`src/pkg/timer0_pkg.sv`:
```
// Package for the timer/counter control and register layer
package timer0_pkg;
   localparam logic [5:0] addr_timer_control_a = 6'h15;
   localparam logic [5:0] addr_irq_enable_mask = 6'h39;
   localparam logic [5:0] addr_irq_flag_register = 6'h38;
   localparam logic [5:0] addr_count_low_byte = 6'h32;
   localparam logic [5:0] addr_count_high_byte = 6'h14;
   localparam logic [5:0] addr_compare_value_a = 6'h13;
   localparam logic [5:0] addr_compare_value_b = 6'h12;
   localparam int bit_width_select = 7;
   localparam int bit_capture_mode = 6;
   localparam int bit_noise_filter = 5;
   localparam int bit_edge_select = 4;
   localparam int bit_comp_source = 3;
   localparam int bit_clear_on_match = 0;
   localparam int bit_irq_compare_a = 4;
   localparam int bit_irq_compare_b = 3;
   localparam int bit_irq_wrap = 1;
   localparam int bit_irq_capture = 0;
   localparam logic [7:0] control_write_mask = 8'hF9;
   localparam logic [7:0] mask_write_mask = 8'h1B;
   localparam logic [7:0] reset_value = 8'h00;
   localparam logic [2:0] filter_samples = 3'h4;
   typedef struct packed {
      logic wr;
      logic rd;
      logic [5:0] addr;
      logic [7:0] wdata;
   } cpu_access_t;
   typedef struct packed {
      logic compare_a;
      logic compare_b;
      logic wrap;
      logic capture;
   } irq_vector_t;
endpackage : timer0_pkg

```
`src/timer0_capture_compare_regs.sv`:
```
// Timer/counter with capture, compare and byte register access
// Summary of operation
// Width bit selects 16-bit count and merges both compare bytes.
// Capture mode bit turns compare registers into the capture register.
// Noise filter changes output after four equal successive samples.
// Edge select: zero falling edge, one rising edge.
// Capture trigger copies count into capture register and sets capture flag.
// Comparator source bit routes comparator into the same capture front end.
// Software sets capture interrupt enable for comparator-driven interrupts.
// Control bits two and one read as zero.
// Clear-on-match bit selects free counting or clear on compare match.
// Count low byte gives direct access; low half in 16-bit mode.
// Writing the count blocks compare matches for the next timer tick.
// Sixteen-bit accesses go through one shared high-byte holding register.
// Compare A matches count low byte; low compare byte in 16-bit mode.
// Compare B matches low byte in 8-bit; high compare byte in 16-bit.
// Compare A interrupt needs enable, global flag and compare A flag.
// Compare B interrupt needs enable, global flag and compare B flag.
// Wrap interrupt needs enable, global flag and wrap flag.
// Capture interrupt needs enable, global flag and capture flag.
// Flags clear on vector acknowledge or by writing one.
// Low byte access triggers transfer; write high first, read low first.
// Compare flag sets one timer tick after the count equals compare.
// Compare value reads directly; capture value reads through holding register.
// Clear-on-match clears count after match; normal wraps and sets wrap flag.
`timescale 1ns/10ps
`default_nettype none
module timer0_capture_compare_regs (
   input wire logic clk,
   input wire logic rst,
   input wire timer0_pkg::cpu_access_t cpu,
   output logic [7:0] rdata,
   input wire logic timer_tick,
   input wire logic global_irq_enable,
   input wire timer0_pkg::irq_vector_t irq_ack,
   input wire logic capture_input_pin,
   input wire logic comparator_out,
   output timer0_pkg::irq_vector_t irq_request
);
   import timer0_pkg::*;

   logic [7:0] timer_control_a;
   logic [7:0] irq_enable_mask;
   logic [7:0] count_low_byte;
   logic [7:0] count_high_byte;
   logic [7:0] compare_value_a;
   logic [7:0] compare_value_b;
   logic [7:0] high_hold;
   logic compare_a_flag;
   logic compare_b_flag;
   logic counter_wrap_flag;
   logic capture_event_flag;
   logic block_match;
   logic pin_s1;
   logic pin_s2;
   logic comp_s1;
   logic comp_s2;
   logic raw_in;
   logic filt_out;
   logic filt_last;
   logic edge_prev;
   logic [2:0] filt_cnt;
   logic front;
   logic capture_trigger;
   logic wide;
   logic capture_on;
   logic ctc;
   logic [15:0] count16;
   logic [15:0] next_count;
   logic match_a;
   logic match_b;
   logic at_max;
   logic wr_ctl;
   logic wr_msk;
   logic wr_flg;
   logic wr_cl;
   logic wr_ch;
   logic wr_ca;
   logic wr_cb;
   logic rd_cl;
   logic rd_ca;

   assign wide = timer_control_a[bit_width_select];
   assign capture_on = timer_control_a[bit_capture_mode];
   assign ctc = timer_control_a[bit_clear_on_match];
   assign count16 = {count_high_byte, count_low_byte};
   assign wr_ctl = cpu.wr && cpu.addr == addr_timer_control_a;
   assign wr_msk = cpu.wr && cpu.addr == addr_irq_enable_mask;
   assign wr_flg = cpu.wr && cpu.addr == addr_irq_flag_register;
   assign wr_cl = cpu.wr && cpu.addr == addr_count_low_byte;
   assign wr_ch = cpu.wr && cpu.addr == addr_count_high_byte;
   assign wr_ca = cpu.wr && cpu.addr == addr_compare_value_a;
   assign wr_cb = cpu.wr && cpu.addr == addr_compare_value_b;
   assign rd_cl = cpu.rd && cpu.addr == addr_count_low_byte;
   assign rd_ca = cpu.rd && cpu.addr == addr_compare_value_a;

   // Pin and comparator synchronisers
   always_ff @(posedge clk or posedge rst) begin
      if (rst) begin
         pin_s1 <= 1'b0;
         pin_s2 <= 1'b0;
         comp_s1 <= 1'b0;
         comp_s2 <= 1'b0;
      end else begin
         pin_s1 <= capture_input_pin;
         pin_s2 <= pin_s1;
         comp_s1 <= comparator_out;
         comp_s2 <= comp_s1;
      end
   end

   // comparator source select
   assign raw_in = timer_control_a[bit_comp_source] ? comp_s2 : pin_s2;

   // four sample filter
   always_ff @(posedge clk or posedge rst) begin
      if (rst) begin
         filt_out <= 1'b0;
         filt_last <= 1'b0;
         filt_cnt <= 3'h0;
      end else begin
         filt_last <= raw_in;
         if (raw_in != filt_last) begin
            filt_cnt <= 3'h1;
         end else if (filt_cnt < filter_samples) begin
            filt_cnt <= filt_cnt + 3'h1;
         end
         if (raw_in == filt_last && filt_cnt == filter_samples - 3'h1) begin
            filt_out <= raw_in;
         end
      end
   end

   // filter bypass select
   assign front = timer_control_a[bit_noise_filter] ? filt_out : raw_in;

   // edge history
   always_ff @(posedge clk or posedge rst) begin
      if (rst) begin
         edge_prev <= 1'b0;
      end else begin
         edge_prev <= front;
      end
   end

   // edge select
   assign capture_trigger = capture_on &&
      (timer_control_a[bit_edge_select] ? (front && !edge_prev) : (!front && edge_prev));

   // comparators
   assign match_a = wide ? (count16 == {compare_value_b, compare_value_a}) : (count_low_byte == compare_value_a);
   assign match_b = !wide && count_low_byte == compare_value_b;
   assign at_max = wide ? (count16 == 16'hFFFF) : (count_low_byte == 8'hFF);

   // count sequence
   always_comb begin
      next_count = count16 + 16'h0001;
      if (ctc && !capture_on && match_a && !block_match) begin
         next_count = 16'h0000;
      end else if (!wide) begin
         next_count = {count_high_byte, 8'(count_low_byte + 8'h01)};
      end
   end

   // counter and byte access
   always_ff @(posedge clk or posedge rst) begin
      if (rst) begin
         count_low_byte <= reset_value;
         count_high_byte <= reset_value;
      end else if (wr_cl) begin
         count_low_byte <= cpu.wdata;
         if (wide) begin
            count_high_byte <= high_hold;
         end
      end else if (wr_ch && !wide) begin
         count_high_byte <= cpu.wdata;
      end else if (timer_tick) begin
         count_low_byte <= next_count[7:0];
         count_high_byte <= next_count[15:8];
      end
   end

   // match blocking after count write
   always_ff @(posedge clk or posedge rst) begin
      if (rst) begin
         block_match <= 1'b0;
      end else if (wr_cl || wr_ch) begin
         block_match <= 1'b1;
      end else if (timer_tick) begin
         block_match <= 1'b0;
      end
   end

   // shared high byte holding register
   always_ff @(posedge clk or posedge rst) begin
      if (rst) begin
         high_hold <= reset_value;
      end else if (wr_ch && wide) begin
         high_hold <= cpu.wdata;
      end else if (wr_cb && wide) begin
         high_hold <= cpu.wdata;
      end else if (rd_cl && wide) begin
         high_hold <= count_high_byte;
      end else if (rd_ca && wide && capture_on) begin
         high_hold <= compare_value_b;
      end
   end

   // compare and capture registers
   always_ff @(posedge clk or posedge rst) begin
      if (rst) begin
         compare_value_a <= reset_value;
         compare_value_b <= reset_value;
      end else if (capture_trigger) begin
         compare_value_a <= count_low_byte;
         compare_value_b <= wide ? count_high_byte : compare_value_b;
      end else if (wr_ca) begin
         compare_value_a <= cpu.wdata;
         if (wide) begin
            compare_value_b <= high_hold;
         end
      end else if (wr_cb && !wide) begin
         compare_value_b <= cpu.wdata;
      end
   end

   // control register with reserved bits zero
   always_ff @(posedge clk or posedge rst) begin
      if (rst) begin
         timer_control_a <= reset_value;
         irq_enable_mask <= reset_value;
      end else begin
         if (wr_ctl) begin
            timer_control_a <= cpu.wdata & control_write_mask;
         end
         if (wr_msk) begin
            irq_enable_mask <= cpu.wdata & mask_write_mask | (irq_enable_mask & ~mask_write_mask);
         end
      end
   end

   // flags, set wins over clear
   always_ff @(posedge clk or posedge rst) begin
      if (rst) begin
         compare_a_flag <= 1'b0;
         compare_b_flag <= 1'b0;
         counter_wrap_flag <= 1'b0;
         capture_event_flag <= 1'b0;
      end else begin
         // compare A flag
         if (timer_tick && match_a && !block_match && !capture_on) begin
            compare_a_flag <= 1'b1;
         end else if (irq_ack.compare_a || (wr_flg && cpu.wdata[bit_irq_compare_a])) begin
            compare_a_flag <= 1'b0;
         end
         // compare B flag
         if (timer_tick && match_b && !block_match && !capture_on) begin
            compare_b_flag <= 1'b1;
         end else if (irq_ack.compare_b || (wr_flg && cpu.wdata[bit_irq_compare_b])) begin
            compare_b_flag <= 1'b0;
         end
         // wrap flag
         if (timer_tick && at_max && !(ctc && !capture_on && match_a && !block_match)) begin
            counter_wrap_flag <= 1'b1;
         end else if (irq_ack.wrap || (wr_flg && cpu.wdata[bit_irq_wrap])) begin
            counter_wrap_flag <= 1'b0;
         end
         // capture flag
         if (capture_trigger) begin
            capture_event_flag <= 1'b1;
         end else if (irq_ack.capture || (wr_flg && cpu.wdata[bit_irq_capture])) begin
            capture_event_flag <= 1'b0;
         end
      end
   end

   // interrupt requests
   always_comb begin
      irq_request.compare_a = global_irq_enable && irq_enable_mask[bit_irq_compare_a] && compare_a_flag;
      irq_request.compare_b = global_irq_enable && irq_enable_mask[bit_irq_compare_b] && compare_b_flag;
      irq_request.wrap = global_irq_enable && irq_enable_mask[bit_irq_wrap] && counter_wrap_flag;
      irq_request.capture = global_irq_enable && irq_enable_mask[bit_irq_capture] && capture_event_flag;
   end

   // read data, count high byte and capture high byte via holding register in 16-bit
   always_ff @(posedge clk or posedge rst) begin
      if (rst) begin
         rdata <= reset_value;
      end else if (cpu.rd) begin
         unique case (cpu.addr)
            addr_timer_control_a: rdata <= timer_control_a;
            addr_irq_enable_mask: rdata <= irq_enable_mask;
            addr_irq_flag_register: rdata <= {3'h0, compare_a_flag, compare_b_flag, 1'b0,
                                              counter_wrap_flag, capture_event_flag};
            addr_count_low_byte: rdata <= count_low_byte;
            addr_count_high_byte: rdata <= wide ? high_hold : count_high_byte;
            addr_compare_value_a: rdata <= compare_value_a;
            addr_compare_value_b: rdata <= (wide && capture_on) ? high_hold : compare_value_b;
            default: rdata <= 8'h00;
         endcase
      end
   end
endmodule : timer0_capture_compare_regs
`default_nettype wire

```
`config.mk`:
```
export PLATFORM = sky130hd
export DESIGN_NAME = timer0_capture_compare_regs
export DESIGN_NICKNAME = d
export VERILOG_FILES = /design/src/pkg/timer0_pkg.sv /design/src/timer0_capture_compare_regs.sv
export SDC_FILE = /design/constraint.sdc
export NUM_CORES = 1
export LEC_CHECK = 0
export BUFFER_PORTS_ARGS = -buffer_cell sky130_fd_sc_hd__clkbuf_2
export CAP_MARGIN = 5
export CORE_MARGIN = 2
export CORE_UTILIZATION = 66
export CTS_CLUSTER_DIAMETER = 120
export DETAILED_ROUTE_END_ITERATION = 10
export GPL_TIMING_DRIVEN = 0
export MAX_ROUTING_LAYER = met4
export PLACE_DENSITY_LB_ADDON = 0.15
export SETUP_SLACK_MARGIN = 0.3
export SLEW_MARGIN = 20
export SYNTH_ARGS = -nofsm -noshare
export SYNTH_HDL_FRONTEND = slang
export SYNTH_SLANG_ARGS = --single-unit
```
`constraint.sdc`:
```
create_clock -name clk -period 3.65 [get_ports clk]
set_clock_uncertainty 0.15 [all_clocks]
set_input_delay 0.1825 -clock clk [delete_from_list [all_inputs] [get_ports clk]]
set_output_delay 0.1825 -clock clk [all_outputs]
set_load 0.1 [all_outputs]
```
== Word-level counts from Yosys, hierarchy flattened ==
Cells that the tools add are included.

* $add $sub $neg: 3
* Order comparisons: 1
* Eq/ne operators: 18
* Mux-type cells: 39
* Bitwise logic cells: 1
* Reduce and logical (&&, ||, !) cells: 71

{| class="wikitable"
|+ Operators with widths
! operator !! count
|-
| two-way mux 8 bit || 19
|-
| one-hot mux 8 bit (7 select lines) || 1
|-
| logical AND 1 bit || 45
|-
| two-way mux 16 bit || 2
|-
| == test 6 x 5 -> 1 bit, second input constant || 4
|-
| == test 6 bit, second input constant || 3
|-
| adder 16 x 1 -> 16 bit, second input constant || 1
|-
| == test 16 bit || 1
|-
| == test 16 bit, second input constant || 1
|-
| == test 8 bit || 2
|-
| nonzero test 2 bit || 8
|-
| two-way mux 1 bit || 15
|-
| adder 8 x 1 -> 8 bit, second input constant || 1
|-
| == test 8 bit, second input constant || 1
|-
| OR 5 x 8 -> 8 bit || 1
|-
| nonzero test 4 bit || 2
|-
| logical NOT 1 bit || 6
|-
| two-way mux 3 bit || 2
|-
| != test 2 bit, second input constant || 3
|-
| nonzero test 3 bit || 2
|-
| logical OR 1 bit || 5
|-
| AND reduction 2 bit || 2
|-
| adder 3 x 1 -> 3 bit, second input constant || 1
|-
| == test 3 x 2 -> 1 bit, second input constant || 1
|-
| 4 further kinds || 4
|}

* Register bits after elaboration: 77
* Input bits: 26

== Depth between registers and ports, before layout ==
Gate-level depths: netlist (run 1).

* Depth in word-level cells: 8
* Depth in mapped cells: 10
* Mapped depth without buffers: 7

== Worst setup path after synthesis (run 1) ==
Ideal clock, no wire load.

* Kind: reg2reg
* Start point: reg timer_control_a[3]
* End point: reg compare_value_b[1]
* Setup time: 94 ps
* Arrival time: 2,070 ps
* Data required time: 3,406 ps
* Setup slack: 1,336 ps
* Cell stages (with the launch flop): 7
* Period minus slack after synthesis: 2,314 ps
* Cell sequence: dfrtp_1 mux2_2 mux2i_1 mux2_2 o2111ai_2 o21ai_2 o221ai_1

* Cells in the longest elaborated chain, start to end: 8

{| class="wikitable"
|+ RTL lines
! item !! RTL line !! source
|-
| from (decl) || timer0_capture_compare_regs.sv:42 || <nowiki>logic [7:0] timer_control_a;</nowiki>
|-
| from (signal assigned) || timer0_capture_compare_regs.sv:230 || <nowiki>timer_control_a <= reset_value;</nowiki>
|-
| from (signal assigned) || timer0_capture_compare_regs.sv:234 || <nowiki>timer_control_a <= cpu.wdata & control_write_mask;</nowiki>
|-
| two-way mux 1 bit * || timer0_capture_compare_regs.sv:113 || <nowiki>assign raw_in = timer_control_a[bit_comp_source] ? comp_s2 : pin_s2;</nowiki>
|-
| net raw_in || timer0_capture_compare_regs.sv:58 || <nowiki>logic raw_in;</nowiki>
|-
| two-way mux 1 bit * || timer0_capture_compare_regs.sv:135 || <nowiki>assign front = timer_control_a[bit_noise_filter] ? filt_out : raw_in;</nowiki>
|-
| logical NOT 1 bit || timer0_capture_compare_regs.sv:148 || <nowiki>(timer_control_a[bit_edge_select] ? (front && !edge_prev) : (!front && edge_prev));</nowiki>
|-
| logical AND 1 bit || timer0_capture_compare_regs.sv:148 ||
|-
| two-way mux 1 bit * || timer0_capture_compare_regs.sv:148 ||
|-
| logical AND 1 bit * || timer0_capture_compare_regs.sv:147 || <nowiki>assign capture_trigger = capture_on &&</nowiki>
|-
| != test 2 bit (no source line) or nonzero test 3 bit (tied branches) || -- ||
|-
| AND reduction 3 bit (no source line) || -- ||
|-
| to (signal assigned) || timer0_capture_compare_regs.sv:213 || <nowiki>compare_value_b <= reset_value;</nowiki>
|-
| to (signal assigned) || timer0_capture_compare_regs.sv:216 || <nowiki>compare_value_b <= wide ? count_high_byte : compare_value_b;</nowiki>
|-
| to (signal assigned) || timer0_capture_compare_regs.sv:220 || <nowiki>compare_value_b <= high_hold;</nowiki>
|-
| to (decl) || timer0_capture_compare_regs.sv:47 || <nowiki>logic [7:0] compare_value_b;</nowiki>
|}

The timed path passes the listed nets; every way through them passes the cells marked *.
A chain may end at the register's enable or synchronous reset.

== Final worst setup path (run 1) ==
Same ends and word-level chain as after synthesis.

==> impl_metrics.json, run 1 <==
{
  "outcome": "finished, final reports clean",
  "wl_per_cell_microns": 24.1,
  "maxCapViolCount": 0,
  "synth_area_per_cell_sq_um": 9.21,
  "crit_chain": "mux2_2 > mux2i_1 > mux2_2 > o2111ai_2 > o21ai_2 > o221ai_1",
  "grt_pass1_wl_microns": 25500,
  "slew_viol_final": 0,
  "setup-tns-final_ps": 0,
  "ys_ff_latch": 73,
  "critical_path_class": "flop to flop",
  "cts_buffer_depth": 2,
  "synth_area_leaders": "dfrtp_1, mux2i_1, mux2_2",
  "nets": 608,
  "comb_power_share_pct": 40.7,
  "synth_nets": 558,
  "final_util_pct": 75.9,
  "post-route-drc-count": 0,
  "hp-class": "primary input to flop",
  "clock-sinks": 73,
  "synth.largest_area_cell": "dfrtp_1",
  "die_area_sq_um": 8090,
  "cellLeakagePower_uw": 0.00233,
  "placementRows": 31,
  "fillCellCount": 555,
  "routed_wl_microns": 16500,
  "viasPerCell": 7.07,
  "rsz0062_at_grt": "no",
  "vias": 4831,
  "power.share.switching_pct": 42.5,
  "ys_types": 60,
  "io_pins": 38,
  "drive_gt1_share_pct": 18.0,
  "grt_pass1_vias": 4640,
  "cts_max_level": 3,
  "core-area_sq_um": 7210,
  "critical_path.startpoint_type": "flop",
  "firstDrtPassIters": 7,
  "cts_tree": "built",
  "die_w_microns": 89.9,
  "dp_slack_ps": 926,
  "die_y_microns": 89.9,
  "ctsResizeCount": 0,
  "hold_viol_final": 0,
  "synth_most_common_cell": "dfrtp_1",
  "fmax_ghz": 0.359,
  "setup_slack_ps": 863,
  "worst_path_largest_cell_delay_ps": 470,
  "power_frac_clock_pct": 22.7,
  "critical_path.max_fanout": 9,
  "worstMarginPinSlew_ps": 900,
  "final_antenna_net_count": 0,
  "crit_top_cell": "mux2_2",
  "grt_max_degree": 50,
  "dpl.hpwl_microns": 11500,
  "grt_overflow": 0,
  "syn2layout_area_growth_pct": 12.5,
  "ys_warn_count": 0,
  "synth_common_cells": "dfrtp_1, nand2_1, nor2_1, a21oi_1, mux2i_1",
  "critPathSlowestCell": "mux2_2",
  "critPathBufInv": 0,
  "synthCells": 529,
  "clk_latency_ps": 370,
  "netSwitchingPower_uw": 1450,
  "grt.total_usage_pct": 42.3,
  "ir_drop_mv": 0.439,
  "fin_crit_ps": 2790,
  "p_per_area_nw_per_um2": 624,
  "cellInternalPower_uw": 1960,
  "cp_top_family": "multiplexers",
  "whs_ps": 36.3,
  "yosysSeqAreaShare_pct": 37.5,
  "critPathRequiredTime_ps": 3770,
  "synth_edf_count": 0,
  "path_clk_slew_ps": 90,
  "syn-cell-area_sq_um": 4870,
  "cts-buffers-inserted": 9,
  "setup_violations": 0,
  "io_buffer_count": 32,
  "seqPwrFrac_pct": 36.6,
  "crit_path_end_kind": "flop",
  "max_slew_margin_pct": 39.5,
  "synthArstFlopShare_pct": 100,
  "clockRootBuffer": "clkbuf_8",
  "antenna_found_initial": 0,
  "antenna_cells": 0,
  "place_congestion": 1.08,
  "fin_crit_sh_pct": 76.4,
  "synthFlopType": "dfrtp_1",
  "start_util_pct": 67.5,
  "arrival_ps": 2910,
  "drtIter0Drc": 749,
  "synth_top_area_share_pct": 37.5
}
-- what timing repair did --
action	CTS	global route
hold buffers	6	0
buffers inserted	0	0
endpoints found under the hold margin	54	0
-- logic make-up (layout without fill, tap and decap cells) --
group,Yosys count,count (layout),synth area share (%)
multiplexers,58,58,13.3
flip-flops,73,73,37.5
XOR/XNOR,27,27,4.85
AND/OR/NAND/NOR,160,160,17.6
buffers and inverters,70,125,6.39
AO/OA/AOI/OAI,138,138,19.6
adder cells (fa/ha/maj),3,3,0.770
-- layout make-up --
class | instances | area (sq um) | share of cell area (%)
timing repair buffer | 39 | 248 | 4.52
multi-input combinational | 386 | 2730 | 49.9
clock buffer | 10 | 138 | 2.51
sequential | 73 | 1830 | 33.3
buffer | 45 | 218 | 3.97
clock inverter | 6 | 95.1 | 1.74
inverter | 25 | 96.3 | 1.76
tap | 99 | 124 | 2.26
-- metal layers --
layer	up-vias	share of wire, %	wire length, microns	GRT usage [%]
li1	2057	-	-	-
met1	2286	36	5980	53.3
met2	413	45	7460	64.3
met3	75	13	2210	12.7
met4	0	4.9	810	17.1
met5	-	0	0	-
-- sequential cells by signal, indices dropped and copies added, names as in the netlist --
| signal | flops |
|---|---|
| counter_wrap_flag | 1 |
| compare_value_b | 8 |
| edge_prev | 1 |
| filt_cnt | 3 |
| pin_s1 | 1 |
| irq_enable_mask | 4 |
| capture_event_flag | 1 |
| compare_a_flag | 1 |
| rdata | 8 |
| filt_out | 1 |
| pin_s2 | 1 |
| high_hold | 8 |
| compare_value_a | 8 |
| block_match | 1 |
| comp_s1 | 1 |
| timer_control_a | 6 |
| count_low_byte | 8 |
| count_high_byte | 8 |
| compare_b_flag | 1 |
| comp_s2 | 1 |
| filt_last | 1 |
-- worst min-delay path: cells and delay by family --
kind	cells	cell delay, ps
AO/OA/AOI/OAI	2	250
buffers and inverters	1	80
-- final timing paths --
check | to | slack, ps | depth (start not counted) | from
setup reg to reg | compare_value_b[1] | 860 | 6 | timer_control_a[3]
min in group asynchronous | compare_value_b[4] | 180 | 3 | rst
hold / removal | counter_wrap_flag | 40 | 3 | irq_ack[1]
hold reg to reg | comp_s2 | 200 | 0 | comp_s1
max in group asynchronous | irq_enable_mask[0] | 2590 | 4 | rst
setup / recovery | compare_value_b[1] | 860 | 6 | timer_control_a[3]
-- through the flow --
stage | cell area [sq um] | total power (uW) | std cells
finish | 5480 | 3420 | 683
global route | 5480 | 3550 | 683
CTS | 5480 | 3350 | 683
detailed placement | 5190 | 2580 | 661
global placement | 5160 | 2530 | 660
floorplan | 4870 | 2200 | 529
-- power groups by stage --
| stage | clock network [uW] | logic [uW] | registers (uW) |
|---|---|---|---|
| 2_1_floorplan | 0 | 986 | 1220 |
| 3_3_place_gp | 0 | 1290 | 1240 |
| 3_5_place_dp | 0 | 1340 | 1250 |
| 4_1_cts | 764 | 1350 | 1240 |
| 5_1_grt | 800 | 1490 | 1260 |
| 6_report | 774 | 1390 | 1250 |
-- layout by cell type (no fill, tap or decap), types with 7 or more instances in the layout --
cell type / n
dfrtp_1: 73
nand2_1: 42
nor2_1: 36
a21oi_1: 32
clkbuf_2: 32
mux2i_1: 29
clkbuf_1: 26
inv_1: 23
mux2_2: 21
a22oi_1: 18
a31oi_1: 17
nand3_1: 16
xnor2_1: 16
o21ai_0: 13
nor3_1: 11
xor2_1: 11
nand4_1: 10
and3_1: 10
clkbuf_8: 10
buf_2: 9
o221ai_1: 8
mux2_4: 8
nor4_1: 7
Power figures use the tool's default switching activity.
==> inputs of run 2 (changes only) <==
Settings changed: CORE_UTILIZATION 66 to 55.
Clock period 3.65 ns to 2.4 ns, I/O delays scaled along.
==> run 2 against run 1 <==
  * Worst setup slack got worse by 790 ps
  * Core utilization decreased by 4.6 points
  * Total power rose by 66%
  * Maximum frequency rose by 20%
  * Wire length is 9.1% higher
  * Flip-flop and latch count unchanged
  * Die area grew 19%
  * First-iteration DRC count shrank 19%
  * Sequential share of layout area fell by 3.7 points
  * Non-clock buffer count is 32 higher
  * Register-to-register slack lost 790 ps
  * Cell count rose by 6.0%
  * Critical path type unchanged
  * Largest power group unchanged
==> impl_metrics.json, run 2 (synthesis gave the netlist of run 1 again) <==
{
  "outcome": "finished, final reports clean",
  "syn2layout_area_growth_pct": 26.5,
  "layout_common_cells": "dfrtp_1, clkbuf_2, nand2_1",
  "io_pins": 38,
  "crit_top_cell": "buf_6",
  "cts_tree": "built",
  "worstMarginPinSlew_ps": 954,
  "maxCapViolCount": 0,
  "hp-class": "primary input to flop",
  "die_w_microns": 98.1,
  "grt_max_degree": 29,
  "postLayoutCellArea_sq_um": 6160,
  "die_y_microns": 98.1,
  "dp.cells": 671,
  "fin_crit_ps": 2330,
  "setup-tns-final_ps": 0,
  "firstDrtPassIters": 5,
  "max_slew_margin_pct": 35.9,
  "critical_path.startpoint_type": "flop",
  "core-area_sq_um": 8640,
  "ir_drop_mv": 0.528,
  "critPathRequiredTime_ps": 2540,
  "p_per_area_nw_per_um2": 920,
  "hold_viol_final": 0,
  "critPathSlowestCell": "dfrtp_1",
  "antenna_found_initial": 0,
  "drtIter0Drc": 606,
  "wl_per_cell_microns": 24.8,
  "arrival_ps": 2470,
  "cts_max_level": 3,
  "final_util_pct": 71.4,
  "grt_pass1_wl_microns": 28000,
  "vias": 4986,
  "clk_latency_ps": 380,
  "rsz0062_at_grt": "yes",
  "path_clk_slew_ps": 110,
  "final_antenna_net_count": 0,
  "grt_overflow": 0,
  "clockRootBuffer": "clkbuf_8",
  "routed_wl_microns": 18000,
  "cts-buffers-inserted": 9,
  "die_area_sq_um": 9630,
  "final_common_cell": "dfrtp_1",
  "clock-sinks": 73,
  "place_congestion": 1.01,
  "dpl.hpwl_microns": 12000,
  "nets": 640,
  "crit_chain": "buf_6 > xor2_2 > nor4_4 > nand4_1 > and3_4 > buf_6 > or4_4 > o211ai_2",
  "placementRows": 34,
  "worst_path_largest_cell_delay_ps": 410,
  "fin_crit_sh_pct": 97.2,
  "grt_pass1_vias": 4860,
  "antenna_cells": 0,
  "start_util_pct": 56.4,
  "cellLeakagePower_uw": 0.00261,
  "io_buffer_count": 32,
  "setup_violations": 0,
  "placed_area_sq_um": 5280,
  "post-route-drc-count": 0,
  "viasPerCell": 6.89,
  "stdcell_count": 724,
  "critical_path_class": "flop to flop",
  "cts_buffer_depth": 2,
  "slew_viol_final": 0,
  "grt.total_usage_pct": 39.2,
  "drive_gt1_share_pct": 32.3,
  "fmax_ghz": 0.429,
  "critical_path.max_fanout": 9,
  "crit_path_end_kind": "flop"
}
run 2: worst paths after layout:
kind | cells after the start | slack [ps] | end | startpoint
min in group asynchronous | 3 | 190 | compare_a_flag | rst
hold / removal | 3 | 30 | count_low_byte[7] | cpu[7]
hold reg to reg | 0 | 190 | pin_s2 | pin_s1
setup / recovery | 8 | 70 | count_high_byte[1] | count_low_byte[5]
max in group asynchronous | 4 | 1370 | count_high_byte[1] | rst
setup reg to reg | 8 | 70 | count_high_byte[1] | count_low_byte[5]
run 2: worst max-delay path: cells and delay by family (launching register included):
family	cells	cell delay [ps]
DFF	1	410
buffers and inverters	2	270
AOI/OAI and AO/OA	1	140
xor gates and xnor gates	1	210
and+or+nand+nor	4	1050
run 2: cell type report:
class | count | area [sq um]
buffer | 45 | 290
clock buffer | 10 | 138
clock inverter | 6 | 97.6
fill | 670 | 2470
inverter | 25 | 97.6
multi-input combinational | 386 | 3060
sequential | 73 | 1830
tap | 108 | 135
timing repair buffer | 71 | 514
run 2: through the flow:
| stage | total power [uW] | setup slack, ps | hold WS, ps |
|---|---|---|---|
| 2_1_floorplan | 3420 | 252 | 1.43 |
| 3_3_place_gp | 3950 | -224 | 81.8 |
| 3_5_place_dp | 4020 | -194 | 37.8 |
| 4_1_cts | 5420 | 98.4 | 3.16 |
| 5_1_grt | 5910 | 23.6 | 33.1 |
| 6_report | 5670 | 68.3 | 33.4 |
run 2: what timing repair did:
action / 4_1_cts / 5_1_grt
setup endpoints to repair: 52 / 40
setup buffers: 21 / 8
gates resized for setup: 49 / 44
hold buffers: 8 / 0
pin swaps: 11 / 11
endpoints found under the hold margin: 27 / 0
run 2: routing by layer:
layer  up-vias  global-route usage (%)  wire length [microns]  share of wire, %
li1       2132                       -                      -                 -
met1      2353                    52.5                   6960                39
met2       409                    58.1                   8040                45
met3        92                    7.02                   1930                11
met4         0                    17.9                   1040               5.8
met5         -                       -                      0                 0
run 2: where the power goes:
group | internal (uW) | switching [uW]
registers | 1550 | 347
clock network | 630 | 576
logic | 1070 | 1500
